<file path="src/verilog/stm_pkg.sv">
package stm_pkg;
	// Register map (byte offsets)
	localparam logic [3:0] ADDR_CTRL0   = 4'h0;
	localparam logic [3:0] ADDR_CTRL1   = 4'h1;
	localparam logic [3:0] ADDR_CNT_LO  = 4'h2;
	localparam logic [3:0] ADDR_CNT_HI  = 4'h3;
	localparam logic [3:0] ADDR_CMPA_LO = 4'h4;
	localparam logic [3:0] ADDR_CMPA_HI = 4'h5;
	localparam logic [3:0] ADDR_FLAGS   = 4'h6;
	// Control 0 fields
	localparam int C0_PAUSE = 7;
	localparam int C0_CKS_LO = 4;
	localparam int C0_RUN   = 3;
	localparam int C0_PER_LO = 0;
	// Control 1 fields
	localparam int C1_MODE_LO = 6;
	localparam int C1_PFS_LO  = 4;
	localparam int C1_OIL     = 3;
	localparam int C1_INV     = 2;
	localparam int C1_SWAP    = 1;
	localparam int C1_CLRSRC  = 0;
	// Flag register fields
	localparam int FL_A = 0;
	localparam int FL_P = 1;
	localparam logic [7:0] CTRL_RESET = 8'h00;
	localparam int CNT_W = 10;
	localparam int PER_W = 3;
	localparam logic [1:0] MODE_CMP = 2'h0;
	localparam logic [1:0] MODE_CAP = 2'h1;
	localparam logic [1:0] MODE_PWM = 2'h2;
	localparam logic [1:0] MODE_TMR = 2'h3;
	// Clock-select divide ratios for codes 000 and 010..101
	localparam int DIV_SYS4  = 4;
	localparam int DIV_H16   = 16;
	localparam int DIV_H64   = 64;
	localparam int DIV_TB    = 256;
	localparam int PRE_W     = 8;
endpackage

</file>
<file path="src/verilog/stm_timer.sv">
`timescale 1ns/1ps
module stm_timer
	import stm_pkg::*;
(
	input  wire logic       mclk,
	input  wire logic       rstn,
	input  wire logic [3:0] addr,
	input  wire logic [7:0] wdata,
	input  wire logic       wr,
	input  wire logic       rd,
	output logic      [7:0] rdata,
	input  wire logic       ext_clk_pin,
	input  wire logic       capture_input_pin,
	output logic            timer_out
);
	import stm_pkg::*;

	// Pin synchronisers
	logic [1:0] ck_sync_q, cap_sync_q;
	logic       ck_last_q, cap_last_q;
	always_ff @(posedge mclk or negedge rstn) begin
		if (!rstn) begin
			ck_sync_q  <= 2'h0;
			cap_sync_q <= 2'h0;
			ck_last_q  <= 1'b0;
			cap_last_q <= 1'b0;
		end else begin
			ck_sync_q  <= {ck_sync_q[0], ext_clk_pin};
			cap_sync_q <= {cap_sync_q[0], capture_input_pin};
			ck_last_q  <= ck_sync_q[1];
			cap_last_q <= cap_sync_q[1];
		end
	end
	logic ck_rise, ck_fall, cap_rise, cap_fall;
	assign ck_rise  = ck_sync_q[1] & ~ck_last_q;
	assign ck_fall  = ~ck_sync_q[1] & ck_last_q;
	assign cap_rise = cap_sync_q[1] & ~cap_last_q;
	assign cap_fall = ~cap_sync_q[1] & cap_last_q;

	// Registers
	logic [7:0]       ctrl0_q, ctrl0_d, ctrl1_q, ctrl1_d;
	logic [CNT_W-1:0] cnt_q, cnt_d, cmpa_q, cmpa_d;
	logic [7:0]       wbuf_q, wbuf_d, rbuf_q, rbuf_d, rdata_d;
	logic             fa_q, fa_d, fp_q, fp_d, out_q, out_d, run_last_q;
	logic [PRE_W-1:0] pre_q, pre_d;

	logic       pause, run, run_rise, tick, clr_src, swap, oil, inv;
	logic [1:0] mode, pfs;
	logic [2:0] cks;
	logic [PER_W-1:0] per;
	assign pause   = ctrl0_q[C0_PAUSE];
	assign cks     = ctrl0_q[C0_CKS_LO +: 3];
	assign run     = ctrl0_q[C0_RUN];
	assign per     = ctrl0_q[C0_PER_LO +: PER_W];
	assign mode    = ctrl1_q[C1_MODE_LO +: 2];
	assign pfs     = ctrl1_q[C1_PFS_LO +: 2];
	assign oil     = ctrl1_q[C1_OIL];
	assign inv     = ctrl1_q[C1_INV];
	assign swap    = ctrl1_q[C1_SWAP];
	assign clr_src = ctrl1_q[C1_CLRSRC];
	assign run_rise = run & ~run_last_q;

	// Timer tick from prescaler, every mclk (code 001) or pin edge
	always_comb begin
		pre_d = pre_q + 8'h01;
		case (cks)
			3'h0:    tick = pre_q[1:0] == 2'h3;
			3'h1:    tick = 1'b1;
			3'h2:    tick = pre_q[3:0] == 4'hF;
			3'h3:    tick = pre_q[5:0] == 6'h3F;
			3'h4,
			3'h5:    tick = pre_q == 8'hFF;
			3'h6:    tick = ck_rise;
			default: tick = ck_fall;
		endcase
	end

	logic match_a, match_p, ovf, step, spulse, pwm_lvl;
	logic [CNT_W-1:0] duty, period_end;
	assign step    = run & ~pause & tick;
	assign match_a = step & (cnt_q == cmpa_q) & (cmpa_q != 10'h000);
	assign match_p = step & (per == 3'h0 ? cnt_q == 10'h3FF
		: cnt_q[CNT_W-1 -: PER_W] == per && cnt_q[6:0] == 7'h00);
	assign ovf     = step & (cnt_q == 10'h3FF);
	assign spulse  = mode == MODE_PWM && pfs == 2'h3;

	// PWM duty and period selection
	always_comb begin
		if (!swap) begin
			duty       = cmpa_q;
			period_end = {per, 7'h7F} ;
		end else begin
			duty       = {per, 7'h00};
			period_end = cmpa_q - 10'h001;
		end
		pwm_lvl = (cnt_q < duty) || (!swap && per == 3'h0 && cnt_q < duty);
		if (swap && per == 3'h0)
			pwm_lvl = 1'b1;
	end

	// Counter, flags, output and capture
	always_comb begin
		cnt_d  = cnt_q;
		fa_d   = fa_q;
		fp_d   = fp_q;
		out_d  = out_q;
		ctrl0_d = ctrl0_q;
		ctrl1_d = ctrl1_q;
		cmpa_d = cmpa_q;
		wbuf_d = wbuf_q;
		rbuf_d = rbuf_q;
		rdata_d = 8'h00;
		if (run_rise) begin
			cnt_d = '0;
			if (mode != MODE_CAP && mode != MODE_TMR)
				out_d = oil;
		end else if (step) begin
			cnt_d = cnt_q + 10'h001;
			case (mode)
				MODE_CMP, MODE_TMR: begin
					if (clr_src) begin
						if (match_a || ovf)
							cnt_d = '0;
					end else if (match_p || (per == 3'h0 && ovf))
						cnt_d = '0;
					if (mode == MODE_CMP && match_a) begin
						case (pfs)
							2'h1:    out_d = 1'b0;
							2'h2:    out_d = 1'b1;
							2'h3:    out_d = ~out_q;
							default: out_d = out_q;
						endcase
					end
				end
				MODE_PWM: begin
					if (spulse) begin
						if (match_a) begin
							out_d = ~oil;
							ctrl0_d[C0_RUN] = 1'b0;
						end
					end else if (swap ? cnt_q == period_end : (per == 3'h0 ? ovf : match_p))
						cnt_d = '0;
				end
				MODE_CAP: begin
					if (match_p)
						cnt_d = '0;
				end
				default: cnt_d = cnt_q;
			endcase
		end
		if (match_a && !(mode == MODE_CAP))
			fa_d = 1'b1;
		if (match_p && !(mode == MODE_CMP || mode == MODE_TMR) && mode != MODE_PWM)
			fp_d = 1'b1;
		if (match_p && (mode == MODE_PWM || !clr_src))
			fp_d = 1'b1;
		// Capture latches counter into compare A
		if (mode == MODE_CAP && run) begin
			if ((pfs == 2'h0 && cap_rise) || (pfs == 2'h1 && cap_fall)
				|| (pfs == 2'h2 && (cap_rise || cap_fall))) begin
				cmpa_d = cnt_q;
				fa_d   = 1'b1;
			end
		end
		// Register writes
		if (wr) begin
			case (addr)
				ADDR_CTRL0:   ctrl0_d = wdata;
				ADDR_CTRL1:   ctrl1_d = wdata;
				ADDR_CMPA_LO: wbuf_d = wdata;
				ADDR_CMPA_HI: cmpa_d = {wdata[1:0], wbuf_q};
				ADDR_FLAGS: begin // Write 1 clears, a same-cycle set wins only while the flag is still clear
					if (wdata[FL_A] && !(fa_d && !fa_q))
						fa_d = 1'b0;
					if (wdata[FL_P] && !(fp_d && !fp_q))
						fp_d = 1'b0;
				end
				default: ;
			endcase
		end
		// Register reads
		if (rd) begin
			case (addr)
				ADDR_CTRL0:   rdata_d = ctrl0_q;
				ADDR_CTRL1:   rdata_d = ctrl1_q;
				ADDR_CNT_LO:  rdata_d = rbuf_q;
				ADDR_CNT_HI: begin
					rdata_d = {6'h00, cnt_q[9:8]};
					rbuf_d  = cnt_q[7:0];
				end
				ADDR_CMPA_LO: rdata_d = rbuf_q;
				ADDR_CMPA_HI: begin
					rdata_d = {6'h00, cmpa_q[9:8]};
					rbuf_d  = cmpa_q[7:0];
				end
				ADDR_FLAGS:   rdata_d = {6'h00, fp_q, fa_q};
				default:      rdata_d = 8'h00;
			endcase
		end
	end

	always_ff @(posedge mclk or negedge rstn) begin
		if (!rstn) begin
			ctrl0_q    <= CTRL_RESET;
			ctrl1_q    <= CTRL_RESET;
			cnt_q      <= '0;
			cmpa_q     <= '0;
			wbuf_q     <= 8'h00;
			rbuf_q     <= 8'h00;
			rdata      <= 8'h00;
			fa_q       <= 1'b0;
			fp_q       <= 1'b0;
			out_q      <= 1'b0;
			run_last_q <= 1'b0;
			pre_q      <= '0;
		end else begin
			ctrl0_q    <= ctrl0_d;
			ctrl1_q    <= ctrl1_d;
			cnt_q      <= cnt_d;
			cmpa_q     <= cmpa_d;
			wbuf_q     <= wbuf_d;
			rbuf_q     <= rbuf_d;
			rdata      <= rdata_d;
			fa_q       <= fa_d;
			fp_q       <= fp_d;
			out_q      <= out_d;
			run_last_q <= run;
			pre_q      <= pre_d;
		end
	end

	// Output pin stage
	logic pin_d, pin_q;
	always_comb begin
		pin_d = 1'b0;
		case (mode)
			MODE_PWM: begin
				case (pfs)
					2'h0:    pin_d = ~oil;
					2'h1:    pin_d = oil;
					2'h2:    pin_d = run ? (pwm_lvl ? oil : ~oil) : ~oil;
					default: pin_d = out_q;
				endcase
				pin_d = pin_d ^ inv;
			end
			MODE_CMP: pin_d = out_q ^ inv;
			default:  pin_d = 1'b0;
		endcase
	end
	always_ff @(posedge mclk or negedge rstn) begin
		if (!rstn)
			pin_q <= 1'b0;
		else
			pin_q <= pin_d;
	end
	assign timer_out = pin_q;

	// Flag checks
	flag_a_sticky_a: assert property (@(posedge mclk) disable iff (!rstn)
		fa_q && !(wr && addr == ADDR_FLAGS && wdata[FL_A]) |=> fa_q)
		else $error("match A flag dropped without a clear");
	flag_p_sticky_a: assert property (@(posedge mclk) disable iff (!rstn)
		fp_q && !(wr && addr == ADDR_FLAGS && wdata[FL_P]) |=> fp_q)
		else $error("match P flag dropped without a clear");
	flag_set_wins_a: assert property (@(posedge mclk) disable iff (!rstn)
		match_a && mode != MODE_CAP |=> fa_q)
		else $error("match A flag lost on a same-cycle clear");
	p_flag_cmp_a: assert property (@(posedge mclk) disable iff (!rstn)
		mode == MODE_CMP && !clr_src && match_p |=> fp_q)
		else $error("P flag missing with P clear source");
	cmp_no_p_a: assert property (@(posedge mclk) disable iff (!rstn)
		mode == MODE_CMP && clr_src && !fp_q && !(wr && addr == ADDR_CTRL1) |=> !fp_q)
		else $error("P flag raised with A clear source");
	zero_a_flag_a: assert property (@(posedge mclk) disable iff (!rstn)
		cmpa_q == 10'h000 && !fa_q && mode == MODE_CMP |=> !fa_q)
		else $error("A flag raised with zero compare");
	cap_off_a: assert property (@(posedge mclk) disable iff (!rstn)
		mode == MODE_CAP && pfs == 2'h3 && !fa_q && !(wr && addr == ADDR_CTRL1) |=> !fa_q)
		else $error("capture taken while disabled");

	// Counter checks
	run_rise_clr_a: assert property (@(posedge mclk) disable iff (!rstn)
		$rose(run) |=> cnt_q == 10'h000 || cnt_q == 10'h001)
		else $error("counter not cleared by run rising");
	run_off_hold_a: assert property (@(posedge mclk) disable iff (!rstn)
		!run && !run_rise |=> $stable(cnt_q) || $past(run))
		else $error("counter moved while stopped");
	pause_hold_a: assert property (@(posedge mclk) disable iff (!rstn)
		run && pause && !run_rise |=> $stable(cnt_q))
		else $error("counter moved while paused");
	count_step_a: assert property (@(posedge mclk) disable iff (!rstn)
		step && !run_rise && mode == MODE_CMP && !clr_src && per == 3'h0 && cnt_q != 10'h3FF
		|=> cnt_q == $past(cnt_q) + 10'h001)
		else $error("counter did not step on a tick");
	clr_a_match_a: assert property (@(posedge mclk) disable iff (!rstn)
		mode == MODE_CMP && clr_src && match_a && !run_rise |=> cnt_q == 10'h000)
		else $error("A match did not clear the counter");
	clr_p_match_a: assert property (@(posedge mclk) disable iff (!rstn)
		mode == MODE_CMP && !clr_src && step && per != 3'h0 && cnt_q == {per, 7'h00} && !run_rise
		|=> cnt_q == 10'h000)
		else $error("P match did not clear the counter");

	// Register checks
	hi_read_a: assert property (@(posedge mclk) disable iff (!rstn)
		rd && addr == ADDR_CNT_HI |=> rdata[7:2] == 6'h00 && rbuf_q == $past(cnt_q[7:0]))
		else $error("counter high read wrong");
	cmpa_hi_read_a: assert property (@(posedge mclk) disable iff (!rstn)
		rd && addr == ADDR_CMPA_HI |=> rdata == {6'h00, $past(cmpa_q[9:8])})
		else $error("compare high read wrong");
	lo_read_a: assert property (@(posedge mclk) disable iff (!rstn)
		rd && addr == ADDR_CNT_LO |=> rdata == $past(rbuf_q))
		else $error("low read not from snapshot");
	cmp_a_lo_a: assert property (@(posedge mclk) disable iff (!rstn)
		wr && addr == ADDR_CMPA_LO |=> $stable(cmpa_q) || $past(mode) == MODE_CAP)
		else $error("low write reached compare value");
	cmp_a_hi_a: assert property (@(posedge mclk) disable iff (!rstn)
		wr && addr == ADDR_CMPA_HI && mode != MODE_CAP |=> cmpa_q == {$past(wdata[1:0]), $past(wbuf_q)})
		else $error("high write did not commit both bytes");

	// Output and single-pulse stop checks
	cmp_hold_pin_a: assert property (@(posedge mclk) disable iff (!rstn)
		mode == MODE_CMP && pfs == 2'h0 && !run_rise |=> $stable(out_q))
		else $error("output changed with no-change function");
	cmp_set_high_a: assert property (@(posedge mclk) disable iff (!rstn)
		mode == MODE_CMP && pfs == 2'h2 && match_a && !run_rise |=> out_q)
		else $error("output not driven high on A match");
	p_no_pin_a: assert property (@(posedge mclk) disable iff (!rstn)
		mode == MODE_CMP && match_p && !match_a && !run_rise |=> $stable(out_q))
		else $error("P match moved the output");
	run_init_a: assert property (@(posedge mclk) disable iff (!rstn)
		run_rise && mode == MODE_CMP |=> out_q == $past(oil))
		else $error("output not returned to initial level");
	cmp_invert_a: assert property (@(posedge mclk) disable iff (!rstn)
		mode == MODE_CMP |=> timer_out == ($past(out_q) ^ $past(inv)))
		else $error("output polarity wrong");
	pwm_force_a: assert property (@(posedge mclk) disable iff (!rstn)
		mode == MODE_PWM && pfs == 2'h1
		|=> ##1 timer_out == ($past(oil) ^ $past(inv)) || $past(mode) != MODE_PWM || $past(pfs) != 2'h1)
		else $error("forced active level wrong");
	pulse_end_a: assert property (@(posedge mclk) disable iff (!rstn)
		spulse && match_a && !run_rise && !(wr && addr == ADDR_CTRL0) |=> !run)
		else $error("single pulse did not stop the timer");
	tmr_pin_a: assert property (@(posedge mclk) disable iff (!rstn)
		mode == MODE_TMR |=> timer_out == 1'b0)
		else $error("pin driven in timer mode");

	cov_match_a_c: cover property (@(posedge mclk) disable iff (!rstn) match_a && mode == MODE_CMP);
	cov_match_p_c: cover property (@(posedge mclk) disable iff (!rstn) match_p && mode == MODE_CMP);
	cov_pulse_c: cover property (@(posedge mclk) disable iff (!rstn) spulse && match_a);
	cov_cap_c: cover property (@(posedge mclk) disable iff (!rstn) mode == MODE_CAP && cap_rise);
	cov_pin_tick_c: cover property (@(posedge mclk) disable iff (!rstn) step && cks[2:1] == 2'h3);
endmodule

</file>
<file path="config.mk">
export PLATFORM = sky130hd
export DESIGN_NAME = stm_timer
export DESIGN_NICKNAME = d
export VERILOG_FILES = /design/src/verilog/stm_pkg.sv /design/src/verilog/stm_timer.sv
export SDC_FILE = /design/constraint.sdc
export NUM_CORES = 1
export LEC_CHECK = 0
export BUFFER_PORTS_ARGS = -buffer_cell sky130_fd_sc_hd__buf_2
export CAP_MARGIN = 20
export CORE_MARGIN = 8
export CORE_UTILIZATION = 56
export CTS_CLUSTER_DIAMETER = 120
export DETAILED_ROUTE_END_ITERATION = 6
export PLACE_DENSITY = 0.83
export SLEW_MARGIN = 10
export SYNTH_ARGS = -nofsm -noshare
export SYNTH_HDL_FRONTEND = slang
export SYNTH_SLANG_ARGS = --single-unit
</file>
<file path="constraint.sdc">
create_clock -name mclk -period 2.7 [get_ports mclk]
set_clock_uncertainty 0.2 [all_clocks]
set_input_delay 0.135 -clock mclk [delete_from_list [all_inputs] [get_ports mclk]]
set_output_delay 0.135 -clock mclk [all_outputs]
set_load 0.01 [all_outputs]
</file>
==> out/summary.txt <==
Power Dens Cells - 745 nW/um2
Ys Warns - 0
vias post-DR - 4094
area share of the leading cell type in the synthesized netlist - 40.7%
die height - 109 um
Top Metal Used - met4
Combinational Power Share - 35.9%
fraction of the yosys area taken by sequential cells - 40.7%
number of detailed-route iterations in the first pass - 6
Syn Inst Count - 505
ant diodes - 0
share of layout cells above drive strength 1 - 22.8%
Yosys top cell by area - dfrtp_1
Slew @ Worst Pin - 0.983 ns
Worst-path clk slew - 0.09 ns
Clock Path Buffers - 2
Max Fclk - 383 MHz
Initial Util - 56.8%
critical path class - register to register
crit path cell chain - xor2_1 -> a21oi_1 -> o21ai_0 -> o221ai_2 -> o311ai_4 -> a21oi_4 -> buf_12 -> a21o_1 -> a22o_1
total clock sinks - 79
ANT nets after route - 0
DP Wirelength - 8780 um
met2 WL post-DR - 5990 um
Hold Path Class - input pin to register
post-route setup slack - 0.0899 ns
Pint - 2.65 mW
Root Driver - clkbuf_8
net count after synthesis - 547
drt drc - 0
top_reg_cell synth - dfrtp_1
status - finished clean
worst-path fanout max - 17
first-pass GRT wire length - 20500 um
Max rail drop VDD - 0.472 mV
max incr delay on CP - 0.53 ns
drt via density - 6.12
worst hold slack - 0.0564 ns
Skew-Pair Late Insertion Delay - 0.36 ns
gr ovfl total - 0
TritonCTS Buffers - 9
Final nets - 598
Placed Cells - 635
Synth area leaders - dfrtp_1, ha_1, mux2i_1
Critical Path Source Type - register
initial antenna violation count - 0
die width - 109 um
DRT iter0 DRCs - 318
Slew Limit Fails - 0
Netlist cell types - 59
Pleak - 2.48 nW
Post-synth EDFFs - 0
H-tree depth - 3
part of the power in the clock network - 24.6%
vias in the first global route - 4100
design area - 5700 um2
dpl cell area - 5180 um2
buffers added on ports - 26
Tot Pwr - 4.24 mW
CORE AREA - 8550 um2
Top delay family on crit path - compound AO/OA/AOI/OAI gates
FP Rows - 34
Tmin final - 2.61 ns
RePlAce Congestion - 0.939
critical path capture point type - register
CP arrival - 2.66 ns
Routed WL - 12500 um
Final Hold Fails - 0
ys async rst share - 100%
sequential share of power - 39.5%
slowest CP cell - dfrtp_1
Critical Path RT - 2.75 ns
I/O pins - 27
maxcap violations - 0
Switch Pwr - 1.59 mW
FF+latch count, synth - 79
crit path buf inv count - 1
routed len/inst - 18.8 um
P&R area growth vs syn - 17.3%
Relative slew margins - 34.5%
Total Die Area - 11900 um2
non-filler cells, final - 669
GRT Overall Usage - 22.0%
final count of negative-setup-slack endpoints - 0
met3 WL post-DR - 708 um
Tcrit/Tclk final - 96.7%
Setup WS pre-CTS - -0.0479 ns
CTS tree - yes
Fin Setup TNS - 0 ns
largest net degree at the start of global routing - 80
Sw Share - 37.5%
Finished Core Util - 66.6%
cell area after synthesis - 4860 um2
Metal-1 WL - 5430 um
synthesized area per cell - 9.62 um2
==> synthesized netlist by cell type, drive strengths merged, types with 8 or more instances <==
cell,n
clkbuf,18
and3,10
nor2,29
o21ai,30
a211oi,8
buf,12
nand2b,13
a21oi,31
mux2,22
ha,24
xnor2,19
nor2b,9
nor3,8
nand2,46
dfrtp,79
nand3,20
inv,22
mux2i,30
==> per-layer routing <==
layer	GRT usage, %	vias to the layer above
met5	0	-
met4	10.4	0
met3	3.90	39
met2	35.4	178
met1	28.0	1977
li1	-	1900
==> cell families (layout without fill, tap and decap cells) <==
family | count (synthesis) | after routing | share of synthesized area [%]
AO/OA/AOI/OAI | 109 | 109 | 15.3
XOR/XNOR | 25 | 25 | 4.51
adder cells (fa/ha/maj) | 24 | 24 | 6.18
buffers and inverters | 52 | 108 | 4.59
flip-flops | 79 | 79 | 40.7
multiplexers | 52 | 52 | 11.3
AND/OR/NAND/NOR | 164 | 164 | 17.5
==> worst min-delay path, delay by kind of cell <==
kind | cells | cell delay (ns)
compound gates | 1 | 0.08
buf+inv | 1 | 0.12
simple gates | 2 | 0.24
==> power groups by stage <==
stage / combinational (mW) / sequential (mW) / clock, mW
global route: 1.68 / 1.70 / 1.09
finish: 1.52 / 1.67 / 1.04
floorplan: 1.05 / 1.56 / 0
CTS: 1.41 / 1.66 / 1.04
global placement: 1.34 / 1.67 / 0
detailed placement: 1.37 / 1.67 / 0
==> flip-flops by register name, indices dropped and copies added (netlist names) <==
name and count:
cmpa_q 10, cnt_q 10, ctrl0_q 8, ctrl1_q 8, pre_q 8, rbuf_q 8, rdata 8, wbuf_q 8
cap_sync_q 2, ck_sync_q 2, cap_last_q 1, ck_last_q 1, fa_q 1, fp_q 1, out_q 1, run_last_q 1
timer_out 1
==> cells in the final DEF (no fill, tap or decap), types with 3 or more instances in the layout <==
master         instances
dfrtp_1               75
nand2_1               45
buf_4                 31
mux2i_1               30
o21ai_0               29
nor2_1                29
a21oi_1               27
buf_2                 25
inv_1                 22
mux2_2                22
ha_1                  22
nand3_1               19
xnor2_1               17
nand2b_1              13
dlygate4sd3_1         12
and3_1                10
clkbuf_8              10
nor2b_1                8
xor2_1                 6
nor3_1                 6
a22oi_1                6
a31oi_1                6
a211oi_1               5
nor3b_1                5
nand4_1                5
and2_1                 4
dfrtp_2                4
nand3b_1               3
a21oi_2                3
a22o_1                 3
==> worst paths after layout <==
check	startpoint	to	slack [ns]	cells after the start
worst max-delay path	cmpa_q[7]$_DFF_PN0_	cnt_q[9]$_DFFE_PN0N_	0.09	9
worst min-delay path	addr[3]	rdata[0]$_DFF_PN0_	0.06	4
worst max register to register	cmpa_q[7]$_DFF_PN0_	cnt_q[9]$_DFFE_PN0N_	0.09	9
worst min register to register	ck_sync_q[0]$_DFF_PN0_	ck_sync_q[1]$_DFF_PN0_	0.16	0
max in group asynchronous	rstn	cnt_q[3]$_DFFE_PN0N_	1.33	2
min in group asynchronous	rstn	cmpa_q[3]$_DFF_PN0_	0.27	2
==> layout make-up <==
type,instances,area (um2)
Clock buffer,10,138
Clock inverter,6,90.1
Inverter,22,82.6
Sequential cell,79,1980
Tap cell,108,135
Timing Repair Buffer,70,503
Fill cell,633,2860
Multi-Input combinational cell,374,2770
==> what timing repair did <==
item,4_1_cts,5_1_grt
hold endpoints to repair,110,0
setup endpoints to repair,9,9
pin swaps,2,7
hold buffers,12,0
resized for setup,1,24
buffers inserted,2,4
Note: power is estimated with default switching activity, not from simulation.
